===== config.mk =====
export PLATFORM = sky130hd
export DESIGN_NAME = transport_conn
export DESIGN_NICKNAME = d
export VERILOG_FILES = /design/src/verilog/transport_conn_pkg.sv /design/src/verilog/tx_header_reg.sv /design/src/verilog/transport_conn.sv
export SDC_FILE = /design/constraint.sdc
export NUM_CORES = 1
export LEC_CHECK = 0
export ABC_AREA = 1
export BUFFER_PORTS_ARGS = -buffer_cell sky130_fd_sc_hd__buf_2
export CAP_MARGIN = 10
export CORE_ASPECT_RATIO = 1.4
export CORE_UTILIZATION = 57
export CTS_CLUSTER_SIZE = 20
export DETAILED_ROUTE_END_ITERATION = 6
export PLACE_DENSITY_LB_ADDON = 0.08
export SYNTH_ARGS = -nofsm -noshare
export SYNTH_HDL_FRONTEND = slang
export SYNTH_SLANG_ARGS = --single-unit

===== constraint.sdc =====
create_clock -name clk -period 4.8 [get_ports clk]
set_clock_uncertainty 0.15 [all_clocks]
set_input_delay 0.72 -clock clk [delete_from_list [all_inputs] [get_ports clk]]
set_output_delay 0.72 -clock clk [all_outputs]
set_load 0.02 [all_outputs]

===== src/verilog/transport_conn_pkg.sv =====
// Shared constants and types for the transport connection manager.
package transport_conn_pkg;

  // Register bus geometry and byte addresses.
  localparam int              APB_AW        = 8;
  localparam logic [7:0]      ADDR_CTRL     = 8'h00;
  localparam logic [7:0]      ADDR_STAT     = 8'h04;
  localparam logic [7:0]      ADDR_SEQ      = 8'h08;
  localparam logic [7:0]      ADDR_INT_STAT = 8'h0C;
  localparam logic [7:0]      ADDR_INT_MASK = 8'h10;
  localparam logic [7:0]      ADDR_SEED     = 8'h14;

  // Control register bit positions.
  localparam int              CTRL_OPEN     = 0;
  localparam int              CTRL_CLOSE    = 1;
  localparam int              CTRL_LISTEN   = 2;
  localparam int              CTRL_DECLINE  = 3;

  // Sequence number geometry, field placement in the SEQ register and STAT bit positions.
  localparam int              SEQ_W_DEF     = 10;
  localparam int              SEQ_MOD_DEF   = 1000;
  localparam int              SEQ_EXP_LSB   = 16;
  localparam int              STAT_PEND_BIT = 4;
  localparam int              STAT_VLD_BIT  = 5;

  // Interrupt event bits.
  localparam int              IRQ_W         = 4;
  localparam int              IRQ_OPENED    = 0;
  localparam int              IRQ_CLOSED    = 1;
  localparam int              IRQ_DECLINED  = 2;
  localparam int              IRQ_REWIND    = 3;
  localparam logic [3:0]      INT_MASK_RST  = 4'h0;

  // Connection flag codes carried in the packet header.
  typedef enum logic [1:0]
  {
    FLAG_NONE  = 2'h0,
    FLAG_OPEN  = 2'h1,
    FLAG_CLOSE = 2'h2
  } flag_t;

  // Connection states, Gray coded along the initiator's open and close paths.
  typedef enum logic [2:0]
  {
    ST_CLOSED   = 3'h0,
    ST_OPENING  = 3'h1,
    ST_OPEN     = 3'h3,
    ST_CLOSING  = 3'h2,
    ST_ACCEPT   = 3'h5,
    ST_CLOSEACK = 3'h7
  } conn_state_t;

endpackage


===== src/verilog/tx_header_reg.sv =====
// Output holding register for one outgoing transport packet header.
`timescale 1ns/10ps
module tx_header_reg
  import transport_conn_pkg::*;
#(
  parameter int SEQ_W = SEQ_W_DEF
)
(
  input  wire logic             clk,
  input  wire logic             rst_b,
  input  wire logic             load,
  input  wire logic [SEQ_W-1:0] ldSeq,
  input  wire logic [SEQ_W-1:0] ldAck,
  input  wire logic             ldAckValid,
  input  wire flag_t            ldFlag,
  input  wire logic             ldPayload,
  input  wire logic             txReady,
  output logic                  txValid,
  output logic      [SEQ_W-1:0] txSeq,
  output logic      [SEQ_W-1:0] txAck,
  output logic                  txAckValid,
  output flag_t                 txFlag,
  output logic                  txPayload
);

  // Valid rises on a load and falls once the link has taken the header.
  always_ff @(posedge clk)
  begin
    if (!rst_b)
      txValid <= 1'b0;
    else if (load)
      txValid <= 1'b1;
    else if (txReady)
      txValid <= 1'b0;
  end

  // Fields are only loaded while idle, so they stand until taken.
  always_ff @(posedge clk)
  begin
    if (!rst_b)
    begin
      txSeq      <= '0;
      txAck      <= '0;
      txAckValid <= 1'b0;
      txFlag     <= FLAG_NONE;
      txPayload  <= 1'b0;
    end
    else if (load)
    begin
      txSeq      <= ldSeq;
      txAck      <= ldAck;
      txAckValid <= ldAckValid;
      txFlag     <= ldFlag;
      txPayload  <= ldPayload;
    end
  end
endmodule


===== src/verilog/transport_conn.sv =====
// Transport connection manager: open, run and close with a peer entity.
//
// What this block does
// - Open request carries open code, any sequence.
// - Open request marks acknowledge number invalid.
// - Accept open with open code, valid acknowledge.
// - Initiator sends plain ack; connection is open.
// - Either side may start closing.
// - Close request carries close code, advances sequence.
// - Close accept carries close code, advances sequence.
// - Requester acks close accept; connection closed.
// - Pending data may decline close by sending data.
// - Requester acks declined data and re-requests close.
// - Acknowledge number is next expected peer sequence.
// - Every payload packet received in OPEN or CLOSING is acknowledged.
// - Detect loss, retransmit from first unacknowledged.
//
// Decided for this implementation: the APB interface to the registers and the address map.
`timescale 1ns/10ps
module transport_conn
  import transport_conn_pkg::*;
#(
  parameter int SEQ_W   = SEQ_W_DEF,
  parameter int SEQ_MOD = SEQ_MOD_DEF
)
(
  input  wire logic              clk,
  input  wire logic              rst_b,
  input  wire logic [APB_AW-1:0] paddr,
  input  wire logic              psel,
  input  wire logic              penable,
  input  wire logic              pwrite,
  input  wire logic [31:0]       pwdata,
  output logic      [31:0]       prdata,
  output logic                   pready,
  output logic                   pslverr,
  output logic                   irq,
  input  wire logic              rxValid,
  input  wire logic [SEQ_W-1:0]  rxSeq,
  input  wire logic [SEQ_W-1:0]  rxAck,
  input  wire logic              rxAckValid,
  input  wire flag_t             rxFlag,
  input  wire logic              rxPayload,
  input  wire logic              sendReq,
  output logic                   sendGrant,
  output logic                   txValid,
  input  wire logic              txReady,
  output logic      [SEQ_W-1:0]  txSeq,
  output logic      [SEQ_W-1:0]  txAck,
  output logic                   txAckValid,
  output flag_t                  txFlag,
  output logic                   txPayload,
  output logic                   rewind,
  output logic      [SEQ_W-1:0]  rewindSeq
);

  localparam logic [SEQ_W-1:0] SEQ_LAST = SEQ_W'(SEQ_MOD - 1);

  conn_state_t      state_r, state_nxt;
  flag_t            needFlag_r, needFlag_nxt;
  logic [SEQ_W-1:0] localSeq_r, expect_r, seed_r;
  logic             ackValid_r, ackPend_r, listen_r, allowDecline_r;
  logic [IRQ_W-1:0] intStat_r, intMask_r, evt;
  logic             apbWr, openCmd, closeCmd;
  logic             canSend, issue, issueFlag, issueData, issueAck;
  logic             rxCounted, rxInOrder, rxAckOk, rxTake, syncRx;
  logic             rewindHit, setAck;

  // Sequence numbers wrap modulo SEQ_MOD, as the peer expects.
  function automatic logic [SEQ_W-1:0] seqInc(input logic [SEQ_W-1:0] s);
    seqInc = (s == SEQ_LAST) ? '0 : s + 1'b1;
  endfunction

  // Address decode shared by the error answer.
  function automatic logic regHit(input logic [APB_AW-1:0] a);
    regHit = (a == ADDR_CTRL) || (a == ADDR_STAT) || (a == ADDR_SEQ) ||
             (a == ADDR_INT_STAT) || (a == ADDR_INT_MASK) ||
             (a == ADDR_SEED);
  endfunction

  ////////////////////////////////////////////////////////////////////////////
  // Register bus.

  // Zero wait states; read data is captured in the setup cycle.
  assign pready   = 1'b1;
  assign pslverr  = psel && penable && !regHit(paddr);
  assign apbWr    = psel && penable && pwrite && regHit(paddr);
  assign openCmd  = apbWr && paddr == ADDR_CTRL && pwdata[CTRL_OPEN];
  assign closeCmd = apbWr && paddr == ADDR_CTRL && pwdata[CTRL_CLOSE];

  // Read data register, loaded during the setup phase.
  always_ff @(posedge clk)
  begin
    if (!rst_b)
      prdata <= '0;
    else if (psel && !penable)
    begin
      prdata <= '0;
      unique case (paddr)
        ADDR_CTRL:
        begin
          prdata[CTRL_LISTEN]  <= listen_r;
          prdata[CTRL_DECLINE] <= allowDecline_r;
        end
        ADDR_STAT:
        begin
          prdata[2:0]           <= state_r;
          prdata[STAT_PEND_BIT] <= ackPend_r;
          prdata[STAT_VLD_BIT]  <= ackValid_r;
        end
        ADDR_SEQ:
        begin
          prdata[SEQ_W-1:0]                   <= localSeq_r;
          prdata[SEQ_EXP_LSB+SEQ_W-1:SEQ_EXP_LSB] <= expect_r;
        end
        ADDR_INT_STAT: prdata[IRQ_W-1:0] <= intStat_r;
        ADDR_INT_MASK: prdata[IRQ_W-1:0] <= intMask_r;
        ADDR_SEED:     prdata[SEQ_W-1:0] <= seed_r;
        default:       prdata <= '0;
      endcase
    end
  end

  // Software configuration: listening, declining and the starting number.
  always_ff @(posedge clk)
  begin
    if (!rst_b)
    begin
      listen_r       <= 1'b0;
      allowDecline_r <= 1'b0;
      seed_r         <= '0;
      intMask_r      <= INT_MASK_RST;
    end
    else if (apbWr)
    begin
      if (paddr == ADDR_CTRL)
      begin
        listen_r       <= pwdata[CTRL_LISTEN];
        allowDecline_r <= pwdata[CTRL_DECLINE];
      end
      if (paddr == ADDR_SEED)
        seed_r <= pwdata[SEQ_W-1:0];
      if (paddr == ADDR_INT_MASK)
        intMask_r <= pwdata[IRQ_W-1:0];
    end
  end

  ////////////////////////////////////////////////////////////////////////////
  // Receive side classification.

  assign rxCounted = rxPayload || (rxFlag != FLAG_NONE);
  assign rxInOrder = (rxSeq == expect_r);
  assign rxAckOk   = rxAckValid && (rxAck == localSeq_r);
  assign rxTake    = rxValid && rxCounted && rxInOrder &&
                     (state_r == ST_OPEN || state_r == ST_CLOSING);

  // A lagging acknowledgement means our packets were lost after it.
  assign rewindHit = rxValid && rxAckValid && state_r == ST_OPEN &&
                     rxAck != localSeq_r;

  ////////////////////////////////////////////////////////////////////////////
  // Connection state.

  // Next state and the flag packet owed to the peer.
  always_comb
  begin
    state_nxt    = state_r;
    needFlag_nxt = issueFlag ? FLAG_NONE : needFlag_r;
    evt          = '0;
    evt[IRQ_REWIND] = rewindHit;
    unique case (state_r)
      ST_CLOSED:
        if (openCmd)
        begin
          state_nxt    = ST_OPENING;
          needFlag_nxt = FLAG_OPEN;
        end
        else if (rxValid && listen_r && rxFlag == FLAG_OPEN && !rxAckValid)
        begin
          state_nxt    = ST_ACCEPT;
          needFlag_nxt = FLAG_OPEN;
        end
      ST_OPENING:
        if (rxValid && rxFlag == FLAG_OPEN && rxAckOk)
        begin
          state_nxt       = ST_OPEN;
          evt[IRQ_OPENED] = 1'b1;
        end
      ST_ACCEPT:
        if (rxValid && rxFlag == FLAG_NONE && rxAckOk)
        begin
          state_nxt       = ST_OPEN;
          evt[IRQ_OPENED] = 1'b1;
        end
      ST_OPEN:
        if (rxValid && rxFlag == FLAG_CLOSE && rxInOrder)
        begin
          // Declining keeps the link open so the pending data can go out.
          if (!(allowDecline_r && sendReq))
          begin
            state_nxt    = ST_CLOSEACK;
            needFlag_nxt = FLAG_CLOSE;
          end
        end
        else if (closeCmd)
        begin
          state_nxt    = ST_CLOSING;
          needFlag_nxt = FLAG_CLOSE;
        end
      ST_CLOSING:
        if (rxValid && rxInOrder)
        begin
          if (rxFlag == FLAG_CLOSE)
          begin
            state_nxt       = ST_CLOSED;
            evt[IRQ_CLOSED] = 1'b1;
          end
          else if (rxPayload)
          begin
            needFlag_nxt      = FLAG_CLOSE;
            evt[IRQ_DECLINED] = 1'b1;
          end
        end
      ST_CLOSEACK:
        if (rxValid && rxFlag == FLAG_NONE && rxAckOk)
        begin
          state_nxt       = ST_CLOSED;
          evt[IRQ_CLOSED] = 1'b1;
        end
      default:
        state_nxt = ST_CLOSED;
    endcase
  end

  // State and owed flag registers.
  always_ff @(posedge clk)
  begin
    if (!rst_b)
    begin
      state_r    <= ST_CLOSED;
      needFlag_r <= FLAG_NONE;
    end
    else
    begin
      state_r    <= state_nxt;
      needFlag_r <= needFlag_nxt;
    end
  end

  ////////////////////////////////////////////////////////////////////////////
  // Sequence and acknowledge numbers.

  assign syncRx = rxValid && rxFlag == FLAG_OPEN &&
                  (state_nxt == ST_ACCEPT ||
                   (state_r == ST_OPENING && state_nxt == ST_OPEN));
  // Out-of-order payload is answered too: the stale number flags the loss.
  assign setAck = (syncRx && state_r == ST_OPENING) ||
                  (rxValid && rxCounted &&
                   (state_r == ST_OPEN || state_r == ST_CLOSING));

  // Local numbering restarts from the seed each time a connection opens.
  always_ff @(posedge clk)
  begin
    if (!rst_b)
      localSeq_r <= '0;
    else if (state_r == ST_CLOSED && state_nxt != ST_CLOSED)
      localSeq_r <= seed_r;
    else if (rewindHit)
      localSeq_r <= rxAck;
    else if (issueFlag || issueData)
      localSeq_r <= seqInc(localSeq_r);
  end

  // Peer numbering: expected number and whether it is valid yet.
  always_ff @(posedge clk)
  begin
    if (!rst_b)
    begin
      expect_r   <= '0;
      ackValid_r <= 1'b0;
    end
    else
    begin
      if (syncRx || rxTake)
        expect_r <= seqInc(rxSeq);
      if (syncRx)
        ackValid_r <= 1'b1;
      else if (state_r == ST_CLOSED && openCmd)
        ackValid_r <= 1'b0;
    end
  end

  // Owed acknowledgement; a new arrival wins over the send that clears it.
  always_ff @(posedge clk)
  begin
    if (!rst_b)
      ackPend_r <= 1'b0;
    else
      ackPend_r <= setAck || (ackPend_r && !issue);
  end

  ////////////////////////////////////////////////////////////////////////////
  // Transmit selection: flag packet, then data, then a plain ack.

  // Nothing is issued while a header is received, so numbers are settled.
  assign canSend   = !txValid && !rxValid;
  assign issueFlag = canSend && needFlag_r != FLAG_NONE;
  assign issueData = canSend && !issueFlag && sendReq &&
                     state_r == ST_OPEN;
  assign issueAck  = canSend && !issueFlag && !issueData && ackPend_r;
  assign issue     = issueFlag || issueData || issueAck;
  assign sendGrant = issueData;

  tx_header_reg #(
    .SEQ_W      (SEQ_W)
  ) u_tx (
    .clk        (clk),
    .rst_b      (rst_b),
    .load       (issue),
    .ldSeq      (localSeq_r),
    .ldAck      (expect_r),
    .ldAckValid (ackValid_r),
    .ldFlag     (issueFlag ? needFlag_r : FLAG_NONE),
    .ldPayload  (issueData),
    .txReady    (txReady),
    .txValid    (txValid),
    .txSeq      (txSeq),
    .txAck      (txAck),
    .txAckValid (txAckValid),
    .txFlag     (txFlag),
    .txPayload  (txPayload)
  );

  // Rewind notice tells the user where to resend from.
  always_ff @(posedge clk)
  begin
    if (!rst_b)
    begin
      rewind    <= 1'b0;
      rewindSeq <= '0;
    end
    else
    begin
      rewind <= rewindHit;
      if (rewindHit)
        rewindSeq <= rxAck;
    end
  end

  ////////////////////////////////////////////////////////////////////////////
  // Interrupts: sticky status, write one to clear, set wins.

  always_ff @(posedge clk)
  begin
    if (!rst_b)
      intStat_r <= '0;
    else if (apbWr && paddr == ADDR_INT_STAT)
      intStat_r <= (intStat_r & ~pwdata[IRQ_W-1:0]) | evt;
    else
      intStat_r <= intStat_r | evt;
  end

  assign irq = |(intStat_r & intMask_r);
endmodule


### Word level (Yosys, flattened, before mapping)

Cells that the tools add are included.

* input port bits: 72
* logic and storage cells: 168
* bits in registers: 103

* bitwise logic cells: 5
* $add $sub $neg: 2
* mux-type cells: 47
* reductions and logical operators: 75
* equal/unequal tests: 19

Operator list (count)
* $mux 10: 6
* $logic_and 1x1->1: 41
* $mux 3: 10
* $mux 2: 11
* $add 10x1->10 const B: 2
* $eq 10x10->1: 2
* $eq 10x10->1 const B: 2
* $pmux 3 s6: 1
* $eq 8x4->1 const B: 2
* $eq 8x5->1 const B: 2
* $logic_or 1x1->1: 13
* $pmux 2 s3: 2
* $mux 1: 10
* $ne 10x10->1: 1
* $pmux 2 s5: 1
* $eq 3x2->1 const B: 3
* $eq 3x3->1 const B: 3
* $and 4x4->4: 2
* $eq 8x3->1 const B: 1
* $logic_not 1->1: 8
* $logic_not 8->1: 1
* $or 4x4->4: 2
* $pmux 4 s2: 1
* $reduce_bool 2->1: 4
* 13 further kinds: 17

### Logic depth before layout (Yosys ltp)

* word-level depth: 19
* mapped depth: 18
* depth with buffers taken out: 16

### By module

From an unflattened synthesis, not the netlist that was laid out.

* cell total of the unflattened synthesis: 816
* area total of the unflattened synthesis: 5449.0 sq um

Modules (own cells, without submodules)
* transport_conn: area each 4580.6 sq um, instances 1, seq. area each 1561.5 sq um, cells each 708
* tx_header_reg: area each 868.3 sq um, instances 1, seq. area each 500.5 sq um, cells each 108

### Worst setup path after synthesis

No wires, ideal clock.

* path kind: input port to output port
* start point: input port rxValid
* end point: output port sendGrant
* stages: 4
* arrival time: 1717 ps
* data required time: 3930 ps
* setup slack: 2213 ps
* path buffers: 1
* path through: buf_4 -> nor2_1 -> nand2_1 -> nor3_1

* cells in the longest elaborated chain, start to end: 7

Ends and longest elaborated chain
* from (decl): RTL line transport_conn.sv:38 `input wire logic rxValid,`
* $logic_not 1->1 *: RTL line transport_conn.sv:306 `assign canSend = !txValid && !rxValid;`
* $logic_and 1x1->1 *: RTL line transport_conn.sv:306
* $logic_and 1x1->1: RTL line transport_conn.sv:307 `assign issueFlag = canSend && needFlag_r != FLAG_NONE;`
* $logic_not 1->1: RTL line transport_conn.sv:308 `assign issueData = canSend && !issueFlag && sendReq &&`
* $logic_and 1x1->1 * (3 in series): RTL line transport_conn.sv:308
* to (decl): RTL line transport_conn.sv:45 `output logic sendGrant,`

Every way passes the cells marked *; elsewhere a longest branch is shown, timed or not.

### Final worst setup path

* start point: input port paddr[2]
* end point: register localSeq_r[0]

* cells in the longest elaborated chain, start to end: 15
* elaborated cells between the ends (all ways): 23

Ends and longest elaborated chain
* from (decl): RTL line transport_conn.sv:29 `input wire logic [APB_AW-1:0] paddr,`
* $eq 8x3->1 or $logic_not 8->1 (tied branches): RTL line transport_conn.sv:76, transport_conn.sv:88, transport_conn.sv:89
* $logic_or 1x1->1 (3 in series): RTL line transport_conn.sv:76 `regHit = (a == ADDR_CTRL) || (a == ADDR_STAT) || (a == ADDR_SEQ) ||`
* $logic_or 1x1->1 (2 in series): RTL line transport_conn.sv:77 `(a == ADDR_INT_STAT) || (a == ADDR_INT_MASK) ||`
* $logic_and 1x1->1: RTL line transport_conn.sv:87 `assign apbWr = psel && penable && pwrite && regHit(paddr);`
* $logic_and 1x1->1 *: RTL line transport_conn.sv:88, transport_conn.sv:89
* $logic_and 1x1->1: RTL line transport_conn.sv:89 `assign closeCmd = apbWr && paddr == ADDR_CTRL && pwdata[CTRL_CLOSE];`
* $mux 3: RTL line transport_conn.sv:205 `else if (closeCmd)`
* $mux 3: RTL line transport_conn.sv:196 `if (rxValid && rxFlag == FLAG_CLOSE && rxInOrder)`
* $pmux 3 s6 *: RTL line transport_conn.sv:171 `unique case (state_r)`
* $reduce_bool 3->1 *: RTL line transport_conn.sv:266 `else if (state_r == ST_CLOSED && state_nxt != ST_CLOSED)`
* $logic_and 1x1->1 *: RTL line transport_conn.sv:266
* $reduce_bool 3->1 (no source line) or $mux 10 (tied branches)
* to (signal assigned): RTL line transport_conn.sv:267 `localSeq_r <= seed_r;`
* to (signal assigned): RTL line transport_conn.sv:269 `localSeq_r <= rxAck;`
* to (signal assigned): RTL line transport_conn.sv:271 `localSeq_r <= seqInc(localSeq_r);`
* to (decl): RTL line transport_conn.sv:61 `logic [SEQ_W-1:0] localSeq_r, expect_r, seed_r;`

Marks and branches as above.
A chain may end at the register's enable or synchronous reset.

==> results by group <==
Min path
  – Hold Crit Class: reg -> reg

CTS
  – CTS tree: yes
  – Maximum buffer depth of the clock tree: 2
  – Clk sink count: between 100 and 150
  – Clk_lat worst skew: ~0.35 ns
  – Clock root buffer: clkbuf_16
  – # resized after CTS: 0
  – H-tree depth: 3
  – Clk pin slew, worst setup/hold paths: around 0.070 ns
  – Post-CTS setup buffers: 0
  – CTS Buf Count: 9
  – Cts hold-fix bufs: 0

Final layout
  – Multi-input logic area: around 0.0028 sq mm
  – # diodes: 0
  – Non-filler instance count after layout: between 900 and 1000
  – Sequential cell area: 0.002062 sq mm
  – Ratio of cells with drive above 1 in the final layout: 0.1962
  – Fin nets: between 900 and 1000
  – Filler instances: around 810
  – Area growth, synth to finish: 14.93%

Global route
  – GRT Resource Usage Total: 0.2984
  – First-pass GRT wire length: about 24 mm
  – Initial antenna violation count: 0
  – GR Util met2: 0.5482
  – Grt met1 use: 0.3379
  – Largest net degree at the start of global routing: 76
  – Global route hottest layer: met2
  – Vias in the first global route: ~5000
  – Grt met3 use: 0.04574
  – Total grt overflow: 0

Synth
  – Mapped cell area: 0.005423 sq mm
  – Cells after Synth: just under 800
  – Seq/Total Area, Yosys: 0.3802
  – Post-synth top area share: 0.3802
  – Warning count from the yosys run: 0
  – Synthesized area per cell: a little under 7 sq um
  – Synth top area cells: dfxtp_1 (38%), nand2_1 (13%), a21oi_1 (7.5%)
  – Yosys cell types: 43
  – Synth area leader: dfxtp_1
  – Register bit count reported by yosys: between 100 and 150

Timing
  – Pins Over Slew Limit: 0
  – Fmax: around 320 MHz
  – RSZ-0062 raised after global routing: false
  – Final min period: 3.138 ns
  – Fin crit share: 0.6538
  – Hold slack: ~0.31 ns
  – Slew of the pin with the lowest slew margin: 1.042 ns
  – Post-route setup TNS: 0 ns
  – Final Hold Vio Count: 0
  – Final setup fails: 0
  – Normalized max-slew margin: 0.3045

Placed design
  – Placed Instances: 983
  – Post-DP HPWL: approximately 11 mm
  – IO buf count: between 100 and 150
  – Routability cong.: ~0.94

Setup path
  – CP Data Required Time: roughly 5 ns
  – Flop2flop setup slack: ~2.1 ns
  – Crit path DAT: 3.25 ns
  – Critical Path Fanout Max: 19
  – Crit path kind: in -> reg
  – Element type at the critical path start: input pin
  – CP endpoint kind: flip-flop

Power
  – Gate power share: 0.077
  – Sequential group share of total power: 0.497
  – Clock power share: 0.426
  – Cell Pwr Density: around 280 mW/mm^2
  – Leak: 2.912 nW
  – Switching Fraction: 0.2392
  – NetSw: 417.0 uW
  – Internal Power: between 1 and 1.5 mW
  – Worst VDD drop: 181.2 uV

Floorplanning
  – Chip Width: between 80 and 90 microns
  – Die area: between 0.009 and 0.01 sq mm
  – Row count: 41
  – DIE HEIGHT: around 120 microns
  – Core area: slightly above 0.009 sq mm
  – Initial Util: 0.5939
  – Io pins: ~140

Route
  – Total number of vias: around 5400
  – Wire per inst: 14.61 microns
  – Vias per cell: ~5.4
  – DR pass1 iterations: 7
  – WL final: around 15 mm
  – Final ANT Viol Nets: 0
  – Initial DRC count: just over 300
  – DRC: 6

Job
  – Max-cap violations: 0

Status
  – Failing checks: design-rule violations
  – Outcome: finished with violations
==> path summary, 6_finish.rpt <==
kind            startpoint             to  cells past startpoint
max               paddr[2]  localSeq_r[0]                     12
min           rewindSeq[9]   rewindSeq[9]                      2
max reg2reg  localSeq_r[6]  localSeq_r[0]                     14
min reg2reg   rewindSeq[9]   rewindSeq[9]                      2
==> through the flow <==
step / instance area [sq um] / setup WS [ns] / utilization / total power, mW
final: 6232 / 1.662 / 0.6825 / 1.744
after CTS: 6232 / 1.701 / 0.6825 / 1.752
after global placement: 5931 / 1.515 / 0.6495 / 1.017
after floorplan: 5464 / 2.213 / - / 0.9753
after global routing: 6232 / 1.462 / 0.6825 / 1.803
after detailed placement: 5931 / 1.425 / 0.6495 / 1.020
==> power by group through the flow <==
stage,logic (mW),clock network [mW],registers [mW]
after detailed placement,0.133,0,0.887
after global placement,0.130,0,0.886
after global routing,0.147,0.788,0.867
after CTS,0.134,0.752,0.867
after floorplan,0.0789,0,0.896
final,0.134,0.742,0.867
==> critical path, cell delays in order <==
cell	delay [ns]
buf_2	0.11
inv_1	0.07
nand2_1	0.08
nor3_2	0.34
nand4_1	0.23
nor2_1	0.18
inv_1	0.13
nand2_1	0.37
inv_1	0.30
nand2_2	0.33
o21ai_0	0.15
a31oi_1	0.23
==> cells in the mapped netlist, drive strengths merged <==
| cell | instances |
|---|---|
| nand2 | 190 |
| inv | 108 |
| dfxtp | 103 |
| nor2 | 85 |
| a21oi | 81 |
| o21ai | 77 |
| nand3 | 28 |
| buf | 25 |
| clkbuf | 17 |
| nand4 | 12 |
| xor2 | 12 |
| a31oi | 11 |
| o211ai | 9 |
| nor3 | 8 |
| o221ai | 5 |
| o22ai | 4 |
| xnor2 | 4 |
| and3 | 2 |
| conb | 2 |
| ha | 2 |
| nand3b | 2 |
| or2 | 2 |
| a211oi | 1 |
| a221oi | 1 |
| and3b | 1 |
| nor4 | 1 |
| o21a | 1 |
| o31ai | 1 |
==> cells by family after synthesis <==
kind of cell | after synthesis | synth area share
adder cells (fa/ha/maj) | 2 | 0.004614
AND/OR/NAND/NOR | 331 | 0.2778
AO/OA/AOI/OAI | 191 | 0.1904
flip-flops | 103 | 0.3802
XOR/XNOR | 16 | 0.02584
buffers and inverters | 150 | 0.1198
other | 2 | 0.001385
==> layout make-up <==
| type | count | share of cell area |
|---|---|---|
| timing repair buffer | 112 | 0.09155 |
| clock inverter | 4 | 0.008834 |
| inverter | 108 | 0.06505 |
| sequential | 103 | 0.3309 |
| clock buffer | 12 | 0.03955 |
| tap | 107 | 0.02148 |
| multi-input combinational | 553 | 0.4427 |
==> per-layer routing <==
| metal | routed length (microns) | vias to the layer above |
|---|---|---|
| met4 | 384 | 0 |
| met2 | 7723 | 155 |
| li1 | - | 2727 |
| met1 | 5904 | 2441 |
| met5 | 0 | - |
| met3 | 588 | 27 |
==> flip-flops by register name, summed over array words and instances, names as in the netlist, 3 cells and up <==
| signal | cells |
|---|---|
| rewindSeq | 10 |
| intMask_r | 4 |
| seed_r | 10 |
| state_r | 3 |
| u_tx.txSeq | 10 |
| localSeq_r | 10 |
| intStat_r | 4 |
| expect_r | 10 |
| u_tx.txAck | 10 |
| prdata | 20 |
==> placed cells by master, fill, tap and decap left out, drive strengths merged <==
cell	instances
nor3	8
a221oi	1
o22ai	4
and3	2
a211oi	1
o31ai	1
dfxtp	103
clkinv	2
clkbuf	12
nand3b	2
ha	2
nor4	1
inv	108
a31oi	11
o21ai	77
bufinv	1
buf	112
nand3	28
nor2	85
a21oi	81
o211ai	9
nand2	190
o221ai	5
clkinvlp	1
or2	2
xnor2	4
nand4	12
xor2	12
o21a	1
and3b	1
conb	13
(Power assumes the default switching activity.)
